$ cat config.mk
export PLATFORM = sky130hd
export DESIGN_NAME = pef_poly_exc
export DESIGN_NICKNAME = d
export VERILOG_FILES = /design/src/pef_pkg.sv /design/src/pef_poly_exc.sv
export VERILOG_INCLUDE_DIRS = /design/src
export SDC_FILE = /design/constraint.sdc
export NUM_CORES = 2
export LEC_CHECK = 0
export ABC_AREA = 0
export BUFFER_PORTS_ARGS = -buffer_cell sky130_fd_sc_hd__buf_2
export CORE_MARGIN = 5
export CORE_UTILIZATION = 50
export CTS_CLUSTER_DIAMETER = 200
export DETAILED_ROUTE_END_ITERATION = 7
export GPL_TIMING_DRIVEN = 0
export PLACE_DENSITY = 0.74
export RECOVER_POWER = 25
export SLEW_MARGIN = 20
export SYNTH_ARGS = -nofsm -noshare
export SYNTH_HDL_FRONTEND = slang
export SYNTH_SLANG_ARGS = --single-unit
$ cat constraint.sdc
create_clock -name sys_clk -period 10.9 [get_ports sys_clk]
set_clock_uncertainty 0.1 [all_clocks]
set_input_delay 2.725 -clock sys_clk [delete_from_list [all_inputs] [get_ports sys_clk]]
set_output_delay 2.725 -clock sys_clk [all_outputs]
set_load 0.05 [all_outputs]
$ cat src/pef_params.svh
`ifndef PEF_PARAMS_SVH
`define PEF_PARAMS_SVH

// ==========================================================
// Register byte offsets
`define PEF_OFF_ARG 5'h00
`define PEF_OFF_COEF 5'h04
`define PEF_OFF_LAST 5'h08
`define PEF_OFF_STATUS 5'h0C
`define PEF_OFF_RESULT 5'h10

// ==========================================================
// Status and control bit positions
`define PEF_STAT_BUSY 0
`define PEF_STAT_DONE 1
`define PEF_STAT_ABORT 2
`define PEF_STAT_ERR 3
`define PEF_STAT_OVF 4
`define PEF_STAT_UNFZ 5
`define PEF_CTL_TRAP 0

// ==========================================================
// Exponent handling
`define PEF_EXP_W 10
`define PEF_BIAS 10'h080
`define PEF_EXP_OVF_BIT 8
`define PEF_EXP_SIGN_BIT 9
`define PEF_ONE_EXP 10'h001

// ==========================================================
// Reset and constant values
`define PEF_ZERO_WORD 32'h0000_0000
`define PEF_ZERO_EXP 10'h000
`define PEF_ZERO_ACC 33'h0_0000_0000
`define PEF_FRAC_HALF 24'h80_0000
`define PEF_NO_ONE 6'h20
`define PEF_SHIFT_ALL 8'hFF

`endif

$ cat src/pef_pkg.sv
package pef_pkg;

  typedef enum logic [2:0] {
    ST_IDLE,
    ST_FIRST,
    ST_MUL,
    ST_WAITC,
    ST_NORM,
    ST_DONE,
    ST_ABORT
  } pef_state_type;

  typedef enum logic [1:0] {
    MODE_NORMAL,
    MODE_OVF,
    MODE_UNF
  } pef_mode_type;

  typedef struct packed {
    logic sign;
    logic [7:0] exponent;
    logic [22:0] fraction;
  } pef_float_type;

endpackage

$ cat src/pef_poly_exc.sv
`timescale 1ns/10ps
`include "pef_params.svh"

// How it works
// [RULE1] Zero argument: wait for final coefficient, return it unless reserved.
// [RULE2] Zero first coefficient clears the accumulation, then awaits the next.
// [RULE3] Later zero coefficient: round and normalize current accumulation, wait.
// [RULE4] Reserved coefficient aborts at once and sets accelerator error.
// [RULE5] Host rejects reserved arguments and never starts on them.
// [RULE6] Overflow when exponent bit 8 high and bit 9 low.
// [RULE7] Overflow tested on raw product and on normalized sum.
// [RULE8] Normalized sum overflow sets V flag, aborts, waits for host trap.
// [RULE9] Product overflow: subtract 80 hex from accumulation exponent, recover.
// [RULE10] Overflow recovery: zero coefficient adds 80 back, normalizes, may abort.
// [RULE11] Overflow recovery: scaled coefficient underflow treated as zero.
// [RULE12] Overflow recovery: accumulation larger, shift coefficient, add, restore.
// [RULE13] Underflow when bit 9 high or bits 8 to 0 all low.
// [RULE14] Underflow sets underflow-zero bit, recovers or zeroes, never aborts.
// [RULE15] Host traps on underflow afterward only if its enable is set.
// [RULE16] Underflow tested on product and normalized sum; sum underflow zeroes.
// [RULE17] Underflow recovery: reserved aborts, zero coefficient normalizes or clears.
// [RULE18] Underflow recovery: coefficient exponent overflow makes coefficient the sum.
// [RULE19] Underflow recovery: coefficient larger, shift accumulation, add, normalize.
// [RULE20] Unrecovered underflow stores zero, pulses result and error syncs.
// [RULE21] Host marks the final coefficient with the polynomial end code.
// [RULE22] Exponent result register is ten bits wide.
module pef_poly_exc #(
  parameter int EXP_W = `PEF_EXP_W
) (
  input wire logic sys_clk,
  input wire logic resetn,
  input wire logic [4:0] avs_address,
  input wire logic avs_read,
  input wire logic avs_write,
  input wire logic [31:0] avs_writedata,
  output logic [31:0] avs_readdata,
  output logic avs_waitrequest,
  output logic result_ready_sync,
  output logic error_sync
);
  import pef_pkg::*;

  // ==========================================================
  // Elaboration check
  if (EXP_W != `PEF_EXP_W) begin : g_bad_exp_w
    $error("EXP_W must be ten");
  end

  // ==========================================================
  // State
  pef_state_type state;
  pef_mode_type mode;
  pef_float_type arg_reg;
  pef_float_type coef;
  logic [EXP_W-1:0] exponent_result_reg; // RULE22
  logic [32:0] normalize_reg;
  logic acc_sign;
  logic last_seen;
  logic [31:0] result;
  logic accel_error;
  logic overflow_flag;
  logic underflow_zero_bit;
  logic unf_notify;
  logic rd_ack;

  // ==========================================================
  // Decode
  logic wr_ok;
  logic wr_fire;
  logic arg_take;
  logic coef_take;
  logic coef_last;
  logic trap_take;
  logic c_zero;
  logic c_rsv;
  logic arg_zero;
  logic acc_zero;
  logic [31:0] c_frac;
  logic [9:0] c_exp;

  function automatic logic is_ovf(input logic [9:0] e);
    is_ovf = e[`PEF_EXP_OVF_BIT] & ~e[`PEF_EXP_SIGN_BIT]; // RULE6
  endfunction

  function automatic logic is_unf(input logic [9:0] e);
    is_unf = e[`PEF_EXP_SIGN_BIT] | (e[8:0] == 9'h000); // RULE13
  endfunction

  assign coef = pef_float_type'(avs_writedata);
  assign c_zero = (coef.exponent == 8'h00) & ~coef.sign;
  assign c_rsv = (coef.exponent == 8'h00) & coef.sign;
  assign c_frac = {1'b1, coef.fraction, 8'h00};
  assign c_exp = {2'b00, coef.exponent};
  assign arg_zero = (arg_reg.exponent == 8'h00);
  assign acc_zero = (normalize_reg == `PEF_ZERO_ACC);
  assign coef_last = (avs_address == `PEF_OFF_LAST); // RULE21

  always_comb begin
    case (avs_address)
      `PEF_OFF_ARG, `PEF_OFF_COEF, `PEF_OFF_LAST: begin
        wr_ok = (state != ST_MUL) && (state != ST_NORM);
      end
      default: begin
        wr_ok = 1'b1;
      end
    endcase
  end

  assign avs_waitrequest = avs_read ? ~rd_ack : (avs_write & ~wr_ok);
  assign wr_fire = avs_write & wr_ok;
  assign arg_take = wr_fire && (avs_address == `PEF_OFF_ARG) &&
                    ((state == ST_IDLE) || (state == ST_DONE));
  assign coef_take = wr_fire &&
                     ((avs_address == `PEF_OFF_COEF) || coef_last) &&
                     ((state == ST_FIRST) || (state == ST_WAITC));
  assign trap_take = wr_fire && (avs_address == `PEF_OFF_STATUS) &&
                     avs_writedata[`PEF_CTL_TRAP];

  // ==========================================================
  // Multiply path
  logic [47:0] prod;
  logic [9:0] mul_exp;

  assign prod = normalize_reg[31:8] * {1'b1, arg_reg.fraction};
  assign mul_exp = exponent_result_reg + {2'b00, arg_reg.exponent} - `PEF_BIAS;

  // ==========================================================
  // Add path
  logic [9:0] a_scl;
  logic [9:0] b_scl;
  logic [9:0] res_exp;
  logic [9:0] diff;
  logic [7:0] shamt;
  logic acc_big;
  logic coef_unf;
  logic coef_ovf;
  logic [31:0] big_f;
  logic [31:0] small_f;
  logic big_s;
  logic small_s;
  logic [32:0] sum;
  logic sum_s;

  always_comb begin
    a_scl = exponent_result_reg;
    b_scl = c_exp;
    res_exp = exponent_result_reg;
    acc_big = 1'b0;
    case (mode)
      MODE_OVF: begin
        b_scl = c_exp - `PEF_BIAS; // RULE11
        acc_big = 1'b1; // RULE12
        res_exp = exponent_result_reg + `PEF_BIAS; // RULE12
      end
      MODE_UNF: begin
        a_scl = exponent_result_reg + `PEF_BIAS; // RULE18
        b_scl = c_exp + `PEF_BIAS; // RULE18
        res_exp = c_exp; // RULE19
      end
      default: begin
        acc_big = ~acc_zero && (exponent_result_reg >= c_exp);
        res_exp = acc_big ? exponent_result_reg : c_exp;
      end
    endcase
    coef_unf = is_unf(b_scl);
    coef_ovf = is_ovf(b_scl);
    diff = acc_big ? (a_scl - b_scl) : (b_scl - a_scl);
    shamt = (diff[9:8] != 2'b00) ? `PEF_SHIFT_ALL : diff[7:0];
    big_f = acc_big ? normalize_reg[31:0] : c_frac;
    small_f = (acc_big ? c_frac : normalize_reg[31:0]) >> shamt;
    big_s = acc_big ? acc_sign : coef.sign;
    small_s = acc_big ? coef.sign : acc_sign;
    if (big_s == small_s) begin
      sum = {1'b0, big_f} + {1'b0, small_f};
      sum_s = big_s;
    end else if (big_f >= small_f) begin
      sum = {1'b0, big_f - small_f};
      sum_s = big_s;
    end else begin
      sum = {1'b0, small_f - big_f};
      sum_s = small_s;
    end
  end

  // ==========================================================
  // Normalize and round
  logic [5:0] lz;
  logic [31:0] sh_frac;
  logic [9:0] e1;
  logic [9:0] e2;
  logic [24:0] rnd;
  logic [23:0] n_frac;
  logic n_ovf;
  logic n_unf;

  always_comb begin
    lz = `PEF_NO_ONE;
    for (int i = 0; i < 32; i++) begin
      if (normalize_reg[i]) begin
        lz = 6'(31 - i);
      end
    end
    if (normalize_reg[32]) begin
      sh_frac = normalize_reg[32:1];
      e1 = exponent_result_reg + `PEF_ONE_EXP;
    end else begin
      sh_frac = normalize_reg[31:0] << lz;
      e1 = exponent_result_reg - {4'h0, lz};
    end
    rnd = {1'b0, sh_frac[31:8]} + {24'h00_0000, sh_frac[7]};
    if (rnd[24]) begin
      n_frac = `PEF_FRAC_HALF;
      e2 = e1 + `PEF_ONE_EXP;
    end else begin
      n_frac = rnd[23:0];
      e2 = e1;
    end
  end

  assign n_ovf = (state == ST_NORM) && !acc_zero && is_ovf(e2); // RULE7
  assign n_unf = (state == ST_NORM) && !acc_zero && is_unf(e2); // RULE16

  // ==========================================================
  // Sequencer
  always_ff @(posedge sys_clk or negedge resetn) begin
    if (!resetn) begin
      state <= ST_IDLE;
    end else if (trap_take) begin
      state <= ST_IDLE; // RULE8
    end else begin
      case (state)
        ST_IDLE, ST_DONE: begin
          if (arg_take) begin
            state <= ST_FIRST;
          end
        end
        ST_FIRST: begin
          if (coef_take) begin
            if (c_rsv) begin
              state <= ST_ABORT; // RULE4
            end else if (coef_last) begin
              state <= ST_DONE; // RULE1
            end else if (arg_zero) begin
              state <= ST_FIRST; // RULE1
            end else if (c_zero) begin
              state <= ST_WAITC; // RULE2
            end else begin
              state <= ST_MUL;
            end
          end
        end
        ST_MUL: begin
          state <= ST_WAITC;
        end
        ST_WAITC: begin
          if (coef_take) begin
            state <= c_rsv ? ST_ABORT : ST_NORM; // RULE4 RULE17
          end
        end
        ST_NORM: begin
          if (n_ovf) begin
            state <= ST_ABORT; // RULE8 RULE10
          end else if (last_seen) begin
            state <= ST_DONE;
          end else begin
            state <= ST_MUL; // RULE14
          end
        end
        ST_ABORT: begin
          state <= ST_ABORT;
        end
        default: begin
          state <= ST_IDLE;
        end
      endcase
    end
  end

  // ==========================================================
  // Accumulation data path
  always_ff @(posedge sys_clk or negedge resetn) begin
    if (!resetn) begin
      arg_reg <= pef_float_type'(`PEF_ZERO_WORD);
      mode <= MODE_NORMAL;
      exponent_result_reg <= `PEF_ZERO_EXP;
      normalize_reg <= `PEF_ZERO_ACC;
      acc_sign <= 1'b0;
      last_seen <= 1'b0;
      result <= `PEF_ZERO_WORD;
    end else begin
      case (state)
        ST_IDLE, ST_DONE: begin
          if (arg_take) begin
            arg_reg <= coef; // RULE5
            mode <= MODE_NORMAL;
            last_seen <= 1'b0;
          end
        end
        ST_FIRST: begin
          if (coef_take && !c_rsv) begin
            if (coef_last) begin
              result <= avs_writedata; // RULE1
            end else if (c_zero) begin
              normalize_reg <= `PEF_ZERO_ACC; // RULE2
              exponent_result_reg <= `PEF_ZERO_EXP; // RULE2
              acc_sign <= 1'b0;
            end else begin
              normalize_reg <= {1'b0, c_frac};
              exponent_result_reg <= c_exp;
              acc_sign <= coef.sign;
            end
          end
        end
        ST_MUL: begin
          mode <= MODE_NORMAL;
          if (acc_zero) begin
            exponent_result_reg <= `PEF_ZERO_EXP;
          end else begin
            normalize_reg <= {1'b0, prod[47:16]};
            acc_sign <= acc_sign ^ arg_reg.sign;
            if (is_ovf(mul_exp)) begin // RULE7
              mode <= MODE_OVF;
              exponent_result_reg <= mul_exp - `PEF_BIAS; // RULE9
            end else begin
              mode <= is_unf(mul_exp) ? MODE_UNF : MODE_NORMAL; // RULE16
              exponent_result_reg <= mul_exp;
            end
          end
        end
        ST_WAITC: begin
          if (coef_take && !c_rsv) begin
            last_seen <= coef_last;
            if (c_zero || ((mode == MODE_OVF) && coef_unf)) begin
              if (mode == MODE_OVF) begin
                exponent_result_reg <= exponent_result_reg + `PEF_BIAS; // RULE10 RULE11
              end
            end else if ((mode == MODE_UNF) && coef_ovf) begin
              normalize_reg <= {1'b0, c_frac}; // RULE18
              exponent_result_reg <= c_exp; // RULE18
              acc_sign <= coef.sign;
            end else begin
              normalize_reg <= sum; // RULE12 RULE19
              exponent_result_reg <= res_exp;
              acc_sign <= sum_s;
            end
          end
        end
        ST_NORM: begin
          if (acc_zero || n_unf) begin
            normalize_reg <= `PEF_ZERO_ACC; // RULE14 RULE17 RULE20
            exponent_result_reg <= `PEF_ZERO_EXP;
            acc_sign <= 1'b0;
            if (last_seen) begin
              result <= `PEF_ZERO_WORD;
            end
          end else begin
            normalize_reg <= {1'b0, n_frac, 8'h00}; // RULE3
            exponent_result_reg <= e2;
            if (last_seen) begin
              result <= {acc_sign, e2[7:0], n_frac[22:0]};
            end
          end
        end
        default: begin
          mode <= mode;
        end
      endcase
    end
  end

  // ==========================================================
  // Status flags, set wins over clear
  always_ff @(posedge sys_clk or negedge resetn) begin
    if (!resetn) begin
      accel_error <= 1'b0;
      overflow_flag <= 1'b0;
      underflow_zero_bit <= 1'b0;
      unf_notify <= 1'b0;
    end else begin
      accel_error <= (accel_error & ~arg_take) | (coef_take & c_rsv) |
                     n_ovf; // RULE4
      overflow_flag <= (overflow_flag & ~arg_take) | n_ovf; // RULE8
      underflow_zero_bit <= (underflow_zero_bit & ~arg_take) | n_unf |
                            ((state == ST_MUL) && !acc_zero &&
                             !is_ovf(mul_exp) && is_unf(mul_exp)); // RULE14
      unf_notify <= n_unf; // RULE20
    end
  end

  assign result_ready_sync = (state == ST_DONE) | unf_notify; // RULE20
  assign error_sync = accel_error | unf_notify; // RULE20

  // ==========================================================
  // Register read port
  logic [31:0] stat_word;

  always_comb begin
    stat_word = `PEF_ZERO_WORD;
    stat_word[`PEF_STAT_BUSY] = (state != ST_IDLE) && (state != ST_DONE) &&
                                (state != ST_ABORT);
    stat_word[`PEF_STAT_DONE] = (state == ST_DONE);
    stat_word[`PEF_STAT_ABORT] = (state == ST_ABORT);
    stat_word[`PEF_STAT_ERR] = accel_error;
    stat_word[`PEF_STAT_OVF] = overflow_flag;
    stat_word[`PEF_STAT_UNFZ] = underflow_zero_bit;
  end

  always_ff @(posedge sys_clk or negedge resetn) begin
    if (!resetn) begin
      rd_ack <= 1'b0;
      avs_readdata <= `PEF_ZERO_WORD;
    end else begin
      rd_ack <= avs_read & ~rd_ack;
      if (avs_read && !rd_ack) begin
        case (avs_address)
          `PEF_OFF_STATUS: avs_readdata <= stat_word;
          `PEF_OFF_RESULT: avs_readdata <= result;
          `PEF_OFF_ARG: avs_readdata <= arg_reg;
          default: avs_readdata <= `PEF_ZERO_WORD;
        endcase
      end
    end
  end
endmodule

# Word-level counts from Yosys, hierarchy flattened
# Cells that the tools add are included.
[totals] register_bits=151 input_bits=41 out_inout_bits=35 elab_cells=260
[op_classes] n_addsub=15 n_mul=1 magnitude_cmp=2 eq_ne=31 shifts=2 mux=109 bitwise=31 n_reduce_logical=53
[ops] cell="2-to-1 mux 32 bit" count=11
[ops] cell="2-to-1 mux 33 bit" count=7
[ops] cell="2-to-1 mux 6 bit" count=32
[ops] cell="2-to-1 mux 10 bit" count=14
[ops] cell="one-hot mux 33 bit (4 select lines)" count=1
[ops] cell="one-hot mux 32 bit (3 select lines)" count=1
[ops] cell="one-hot mux 32 bit (2 select lines)" count=1
[ops] cell="subtractor 32 bit" count=2
[ops] cell="multiplier 24 x 24 -> 48 bit" count=1
[ops] cell="one-hot mux 10 bit (2 select lines)" count=2
[ops] cell="one-hot mux 10 bit (4 select lines)" count=1
[ops] cell="adder 32 x 32 -> 33 bit" count=1
[ops] cell="logical NOT 33 bit" count=1
[ops] cell=">= comparator 32 bit" count=1
[ops] cell="left shift 32 x 6 -> 32 bit" count=1
[ops] cell=">> shifter 32 x 8 -> 32 bit" count=1
[ops] cell="logical NOT 9 bit" count=3
[ops] cell="adder 24 x 1 -> 25 bit" count=1
[ops] cell="2-to-1 mux 24 bit" count=1
[ops] cell="2-to-1 mux 3 bit" count=8
[ops] cell="!= test 3 bit (second input constant)" count=7
[ops] cell="adder 10 x 1 -> 10 bit (second input constant)" count=2
[ops] cell="logical AND 1 bit" count=20
[ops] cell="subtractor 10 bit" count=2
[ops] cell="46 further kinds" count=122

# Longest topological paths before layout
[depth] word_depth=42 mapped_depth=41 depth_no_buf=38

# Worst setup path after synthesis
# Ideal clock, no wire load.
[synth_path] path_kind="input-to-reg" from="input avs_writedata[23]" to="register normalize_reg[28]" setup_time_ns=0.086 t_arrival_ns=10.395 t_required_ns=10.714 path_slack_ns=0.320 cell_stages=37 path_buffers=2 cell_sequence="ha_1 -> fa_1 -> nor2b_1 -> o21a_1 -> o21ai_0 -> a21o_1 -> a21bo_2 -> clkbuf_1 -> a221oi_1 -> nor4_1 -> nor4b_1 -> nand3_1 -> nand2_1 -> buf_2 -> mux2i_1 -> mux2i_1 -> mux2i_1 -> nor2_1 -> or3_1 -> a31o_2 -> fa_1 -> nor2b_1 -> o21a_1 -> a2111oi_0 -> o21ai_0 -> and3_1 -> o311a_1 -> o21ai_0 -> a31oi_1 -> a221oi_1 -> nor2_1 -> nor2_1 -> nor2_1 -> o311ai_0 -> xor2_1 -> nand2_1 -> a32oi_1"
[synth_via] elab_chain_len=14 elab_cells_between_ends=46 cone_classes="add/sub: 7; order compare: 2; eq/ne: 4; shift: 1; mux: 17; bitwise: 5; reduce/logical: 10"
[synth_rtl] item="from (decl)" line="pef_poly_exc.sv:35" text="input wire logic [31:0] avs_writedata,"
[synth_rtl] item="adder 8 x 8 -> 9 bit (no source line) (tied with other cells)"
[synth_rtl] item="one-hot mux 10 bit (2 select lines) / logical AND 1 bit (equally long branches)" line="pef_poly_exc.sv:149, pef_poly_exc.sv:161"
[synth_rtl] item="subtractor 10 bit / one-hot mux 1 bit (2 select lines) (equally long branches)" line="pef_poly_exc.sv:167, pef_poly_exc.sv:149"
[synth_rtl] item="2-to-1 mux 10 bit" line="pef_poly_exc.sv:167" text="diff = acc_big ? (a_scl - b_scl) : (b_scl - a_scl);"
[synth_rtl] item="nonzero test 2 bit" line="pef_poly_exc.sv:168" text="shamt = (diff[9:8] != 2'b00) ? `PEF_SHIFT_ALL : diff[7:0];"
[synth_rtl] item="2-to-1 mux 8 bit" line="pef_poly_exc.sv:168"
[synth_rtl] item=">> shifter 32 x 8 -> 32 bit" line="pef_poly_exc.sv:170" text="small_f = (acc_big ? c_frac : normalize_reg[31:0]) >> shamt;"
[synth_rtl] item="subtractor 32 bit (tied with other cells)" line="pef_poly_exc.sv:180" text="sum = {1'b0, small_f - big_f};"
[synth_rtl] item="2-to-1 mux 32 bit" line="pef_poly_exc.sv:176" text="end else if (big_f >= small_f) begin"
[synth_rtl] item="2-to-1 mux 33 bit" line="pef_poly_exc.sv:173" text="if (big_s == small_s) begin"
[synth_rtl] item="2-to-1 mux 33 bit" line="pef_poly_exc.sv:337" text="end else if ((mode == MODE_UNF) && coef_ovf) begin"
[synth_rtl] item="2-to-1 mux 33 bit" line="pef_poly_exc.sv:333" text="if (c_zero || ((mode == MODE_OVF) && coef_unf)) begin"
[synth_rtl] item="2-to-1 mux 33 bit" line="pef_poly_exc.sv:331" text="if (coef_take && !c_rsv) begin"
[synth_rtl] item="one-hot mux 33 bit (4 select lines)" line="pef_poly_exc.sv:291" text="case (state)"
[synth_rtl] item="to (signal assigned)" line="pef_poly_exc.sv:304" text="normalize_reg <= `PEF_ZERO_ACC;"
[synth_rtl] item="to (signal assigned)" line="pef_poly_exc.sv:338" text="normalize_reg <= {1'b0, c_frac};"
[synth_rtl] item="to (signal assigned)" line="pef_poly_exc.sv:342" text="normalize_reg <= sum;"
[synth_rtl] item="to (decl)" line="pef_poly_exc.sv:56" text="logic [32:0] normalize_reg;"
# Parallel ways exist; a longest one is shown, timed or not. The select of a mux whose other input is x is not followed.
# A chain may end at the register's enable or synchronous reset.

# Worst setup path in the final report
[layout_path] from="input avs_writedata[23]" to="register normalize_reg[22]"
# The elaborated chain is that of the path after synthesis.

==> metrics.md <==
| Metric | Value |
|---|---|
| Status | complete, but fails checks |
| Failing checks | max-capacitance violations, max-slew violations |
| Synth unique cells | 110 |
| Synth Cell Area | around 0.04 sq mm |
| Initial DRC count | 4,510 |
| Top cells by area, synth | fa_1, ha_1, dfrtp_1 |
| Fillers | 7,507 |
| Initial antenna violation count | 7 |
| Count of buffers from port buffering | 72 |
| Final Max Tran Viols | 154 |
| Post-synth top flop | dfrtp_1 |
| Share of post-route cells with drive strength above 1 | under 10% |
| Fmax | 0.0930 GHz |
| First drt pass iteration count | 7 |
| Crit path max-delay family | compound AO/OA/AOI/OAI gates |
| Clk slew on worst S/H paths | 60 ps |
| Max FO, Critical Path | 9 |
| Detailed-route via count | 39,600 |
| GRT Resource Usage Total | 42.0% |
| H-tree levels | 4 |
| # IOs | 76 |
| TritonCTS clock tree | yes |
| Die W | 289 microns |
| Area leader, netlist | fa_1 |
| Largest net degree at the start of global routing | 77 |
| Proportion of synthesized chip area in sequential cells | under 10% |
| #FFs+latches synth | 151 |
| Max reg flops | 33 |
| Design area | 0.0425 sq mm |
| Buf+Inv Stages, Crit Path | 4 |
| Clock Sinks | 151 |
| Post-synth EDFFs | 0 |
| Worst-Margin Slew | about 4600 ps |
| Setup TNS Final | 0 ps |
| Yosys warns | 0 |
| Root buffer cell | clkbuf_16 |
| Most frequent cell after synthesis | nand2_1 |
| Max cap viols | 2 |
| Initial core utilization | 50.4% |
| Share of synthesized flip-flops with an asynchronous set or reset | 100% |
| Drt via density | about 6.4 |
| CP arrival | 10,990 ps |
| Gr ovfl total | 0 |
| Final setup vio count | 0 |
| Final Util | 54.9% |
| Final hold vios | 0 |
| Vias in the first global route | approximately 39,000 |
| Dpl cell area | slightly above 0.04 sq mm |
| Yosys top cell area share | about a quarter |
| Commonest cells in the netlist | nand2_1, inv_1, fa_1, ha_1, a21oi_1 |
| Chip Height | 289 microns |
| DRC errors left | 0 |
| Synth Instances | 5,026 |
| Post-DP HPWL | approximately 140 mm |
| Final ANT Viol Nets | 0 |
| Critical path capture point type | flip-flop |
| Crit path kind | in2reg |
| WHS | 377 ps |
| Fin crit period | roughly 11,000 ps |
| Die area | 0.0837 sq mm |
| Final GP Congestion | 1.09 |
| Hold Buf Count CTS | 0 |
| Post-Syn Area per Cell | 7.76 sq um |
| Post-Syn Nets | 5,874 |
| Final nets | around 6,000 |
| WL final | ~180 mm |
| CP max stage delay | 470 ps |
| Slowest cell on crit path | a221oi_1 |
| Synthesis-to-layout area growth | 8.95% |
| Clock Tree Buf Depth | 2 |
| Relative slew slack | -205% |
| Average wire per cell in the routed design | 28.7 microns |
| CP required | 11,150 ps |
| Core area | 0.0773 sq mm |
| Number of CTS-inserted buffers | 17 |
| CP dominant cell by count | a21o_1 |
| Row cnt | 102 |
| Fin crit share | 98.6% |
| First-pass GRT wire length | between 200 and 300 mm |
| Clk Latency, worst-skew pair | ~470 ps |
| Worst setup SP type | input pin |
| Hold WC Path Type | reg2reg |
-- placed cells by master, fill, tap and decap left out, types with 17 or more instances in the layout --
| master | count |
|---|---|
| nor3_1 | 81 |
| o21bai_1 | 42 |
| clkbuf_1 | 222 |
| a31oi_1 | 35 |
| nand3_1 | 104 |
| xor2_1 | 30 |
| a221oi_1 | 35 |
| and3_1 | 32 |
| ha_1 | 309 |
| fa_1 | 487 |
| a211oi_1 | 43 |
| o31ai_1 | 21 |
| o21a_1 | 21 |
| and2_1 | 248 |
| a21o_1 | 49 |
| clkbuf_2 | 35 |
| o21ai_0 | 221 |
| buf_4 | 54 |
| xnor2_1 | 92 |
| a22oi_1 | 63 |
| inv_1 | 672 |
| nand2_1 | 741 |
| nor2_1 | 274 |
| nand4_1 | 37 |
| a21oi_1 | 290 |
| mux2i_1 | 34 |
| buf_2 | 98 |
| or3_1 | 22 |
| dfrtp_1 | 151 |
| nor4_1 | 26 |
| clkbuf_16 | 17 |
| o211ai_1 | 40 |
| o21ai_1 | 20 |
| nor2b_1 | 29 |
| nand2b_1 | 30 |
-- stage by stage --
stage,instances,worst slack [ps]
after global placement,6138,-2870
after detailed placement,6140,-2850
after CTS,6184,7.38
final,6204,153
after global routing,6202,-54.1
after floorplan,5026,320
-- path summary, 6_finish.rpt --
path / startpoint / endpoint / slack [ps] / cells after the start
min in group asynchronous: resetn / result[28]$_DFFE_PN0P_ / 3770 / 1
hold / removal: avs_readdata[19]$_DFFE_PN0P_ / avs_readdata[19]$_DFFE_PN0P_ / 380 / 2
setup reg to reg: normalize_reg[22]$_DFFE_PN0P_ / normalize_reg[31]$_DFFE_PN0P_ / 270 / 31
hold reg to reg: avs_readdata[19]$_DFFE_PN0P_ / avs_readdata[19]$_DFFE_PN0P_ / 380 / 2
max in group asynchronous: resetn / arg_reg[22]$_DFFE_PN0P_ / 1460 / 2
setup / recovery: avs_writedata[23] / normalize_reg[22]$_DFFE_PN0P_ / 150 / 40
-- cells by family after synthesis --
kind of cell,synth area share (%)
DFF,9.69
xor gates and xnor gates,2.83
adders and majority gates,35.3
AOI/OAI and AO/OA,19.3
and+or+nand+nor,20.9
buffers and inverters,10.2
muxes,1.84
-- tightest hold or removal path, cell delays in order (launching register included) --
cell and delay, ps:
dfrtp_1 340, nand2_1 40, o21ai_0 60
-- metal layers --
metal	GRT usage (%)	vias up	part of all wire (%)
met1	52.3	19600	37
met2	65.3	2404	44
met5	0.756	-	0.049
met4	28.1	2	8.8
met3	9.47	641	10
li1	-	17000	-
-- layout make-up --
type	instances	area [sq um]	area share [%]
clock buffers	18	429	1.01
plain buffers	330	1520	3.57
repair buffers	118	706	1.66
inverters	676	2540	5.98
clock inverters	13	166	0.392
diodes	4	10.0	0.0236
flip-flops and latches	151	3780	8.90
well taps	1040	1300	3.06
multi-input cells	3854	32000	75.4
-- timing repair --
item                       in CTS  in global routing
pin swaps                      17                 39
gates resized for setup       122                147
setup buffers                  21                 23
setup endpoints to repair      33                 31
Power is not shown: default switching activity piles up to over one toggle a cycle in this logic, so the estimate is an artifact.
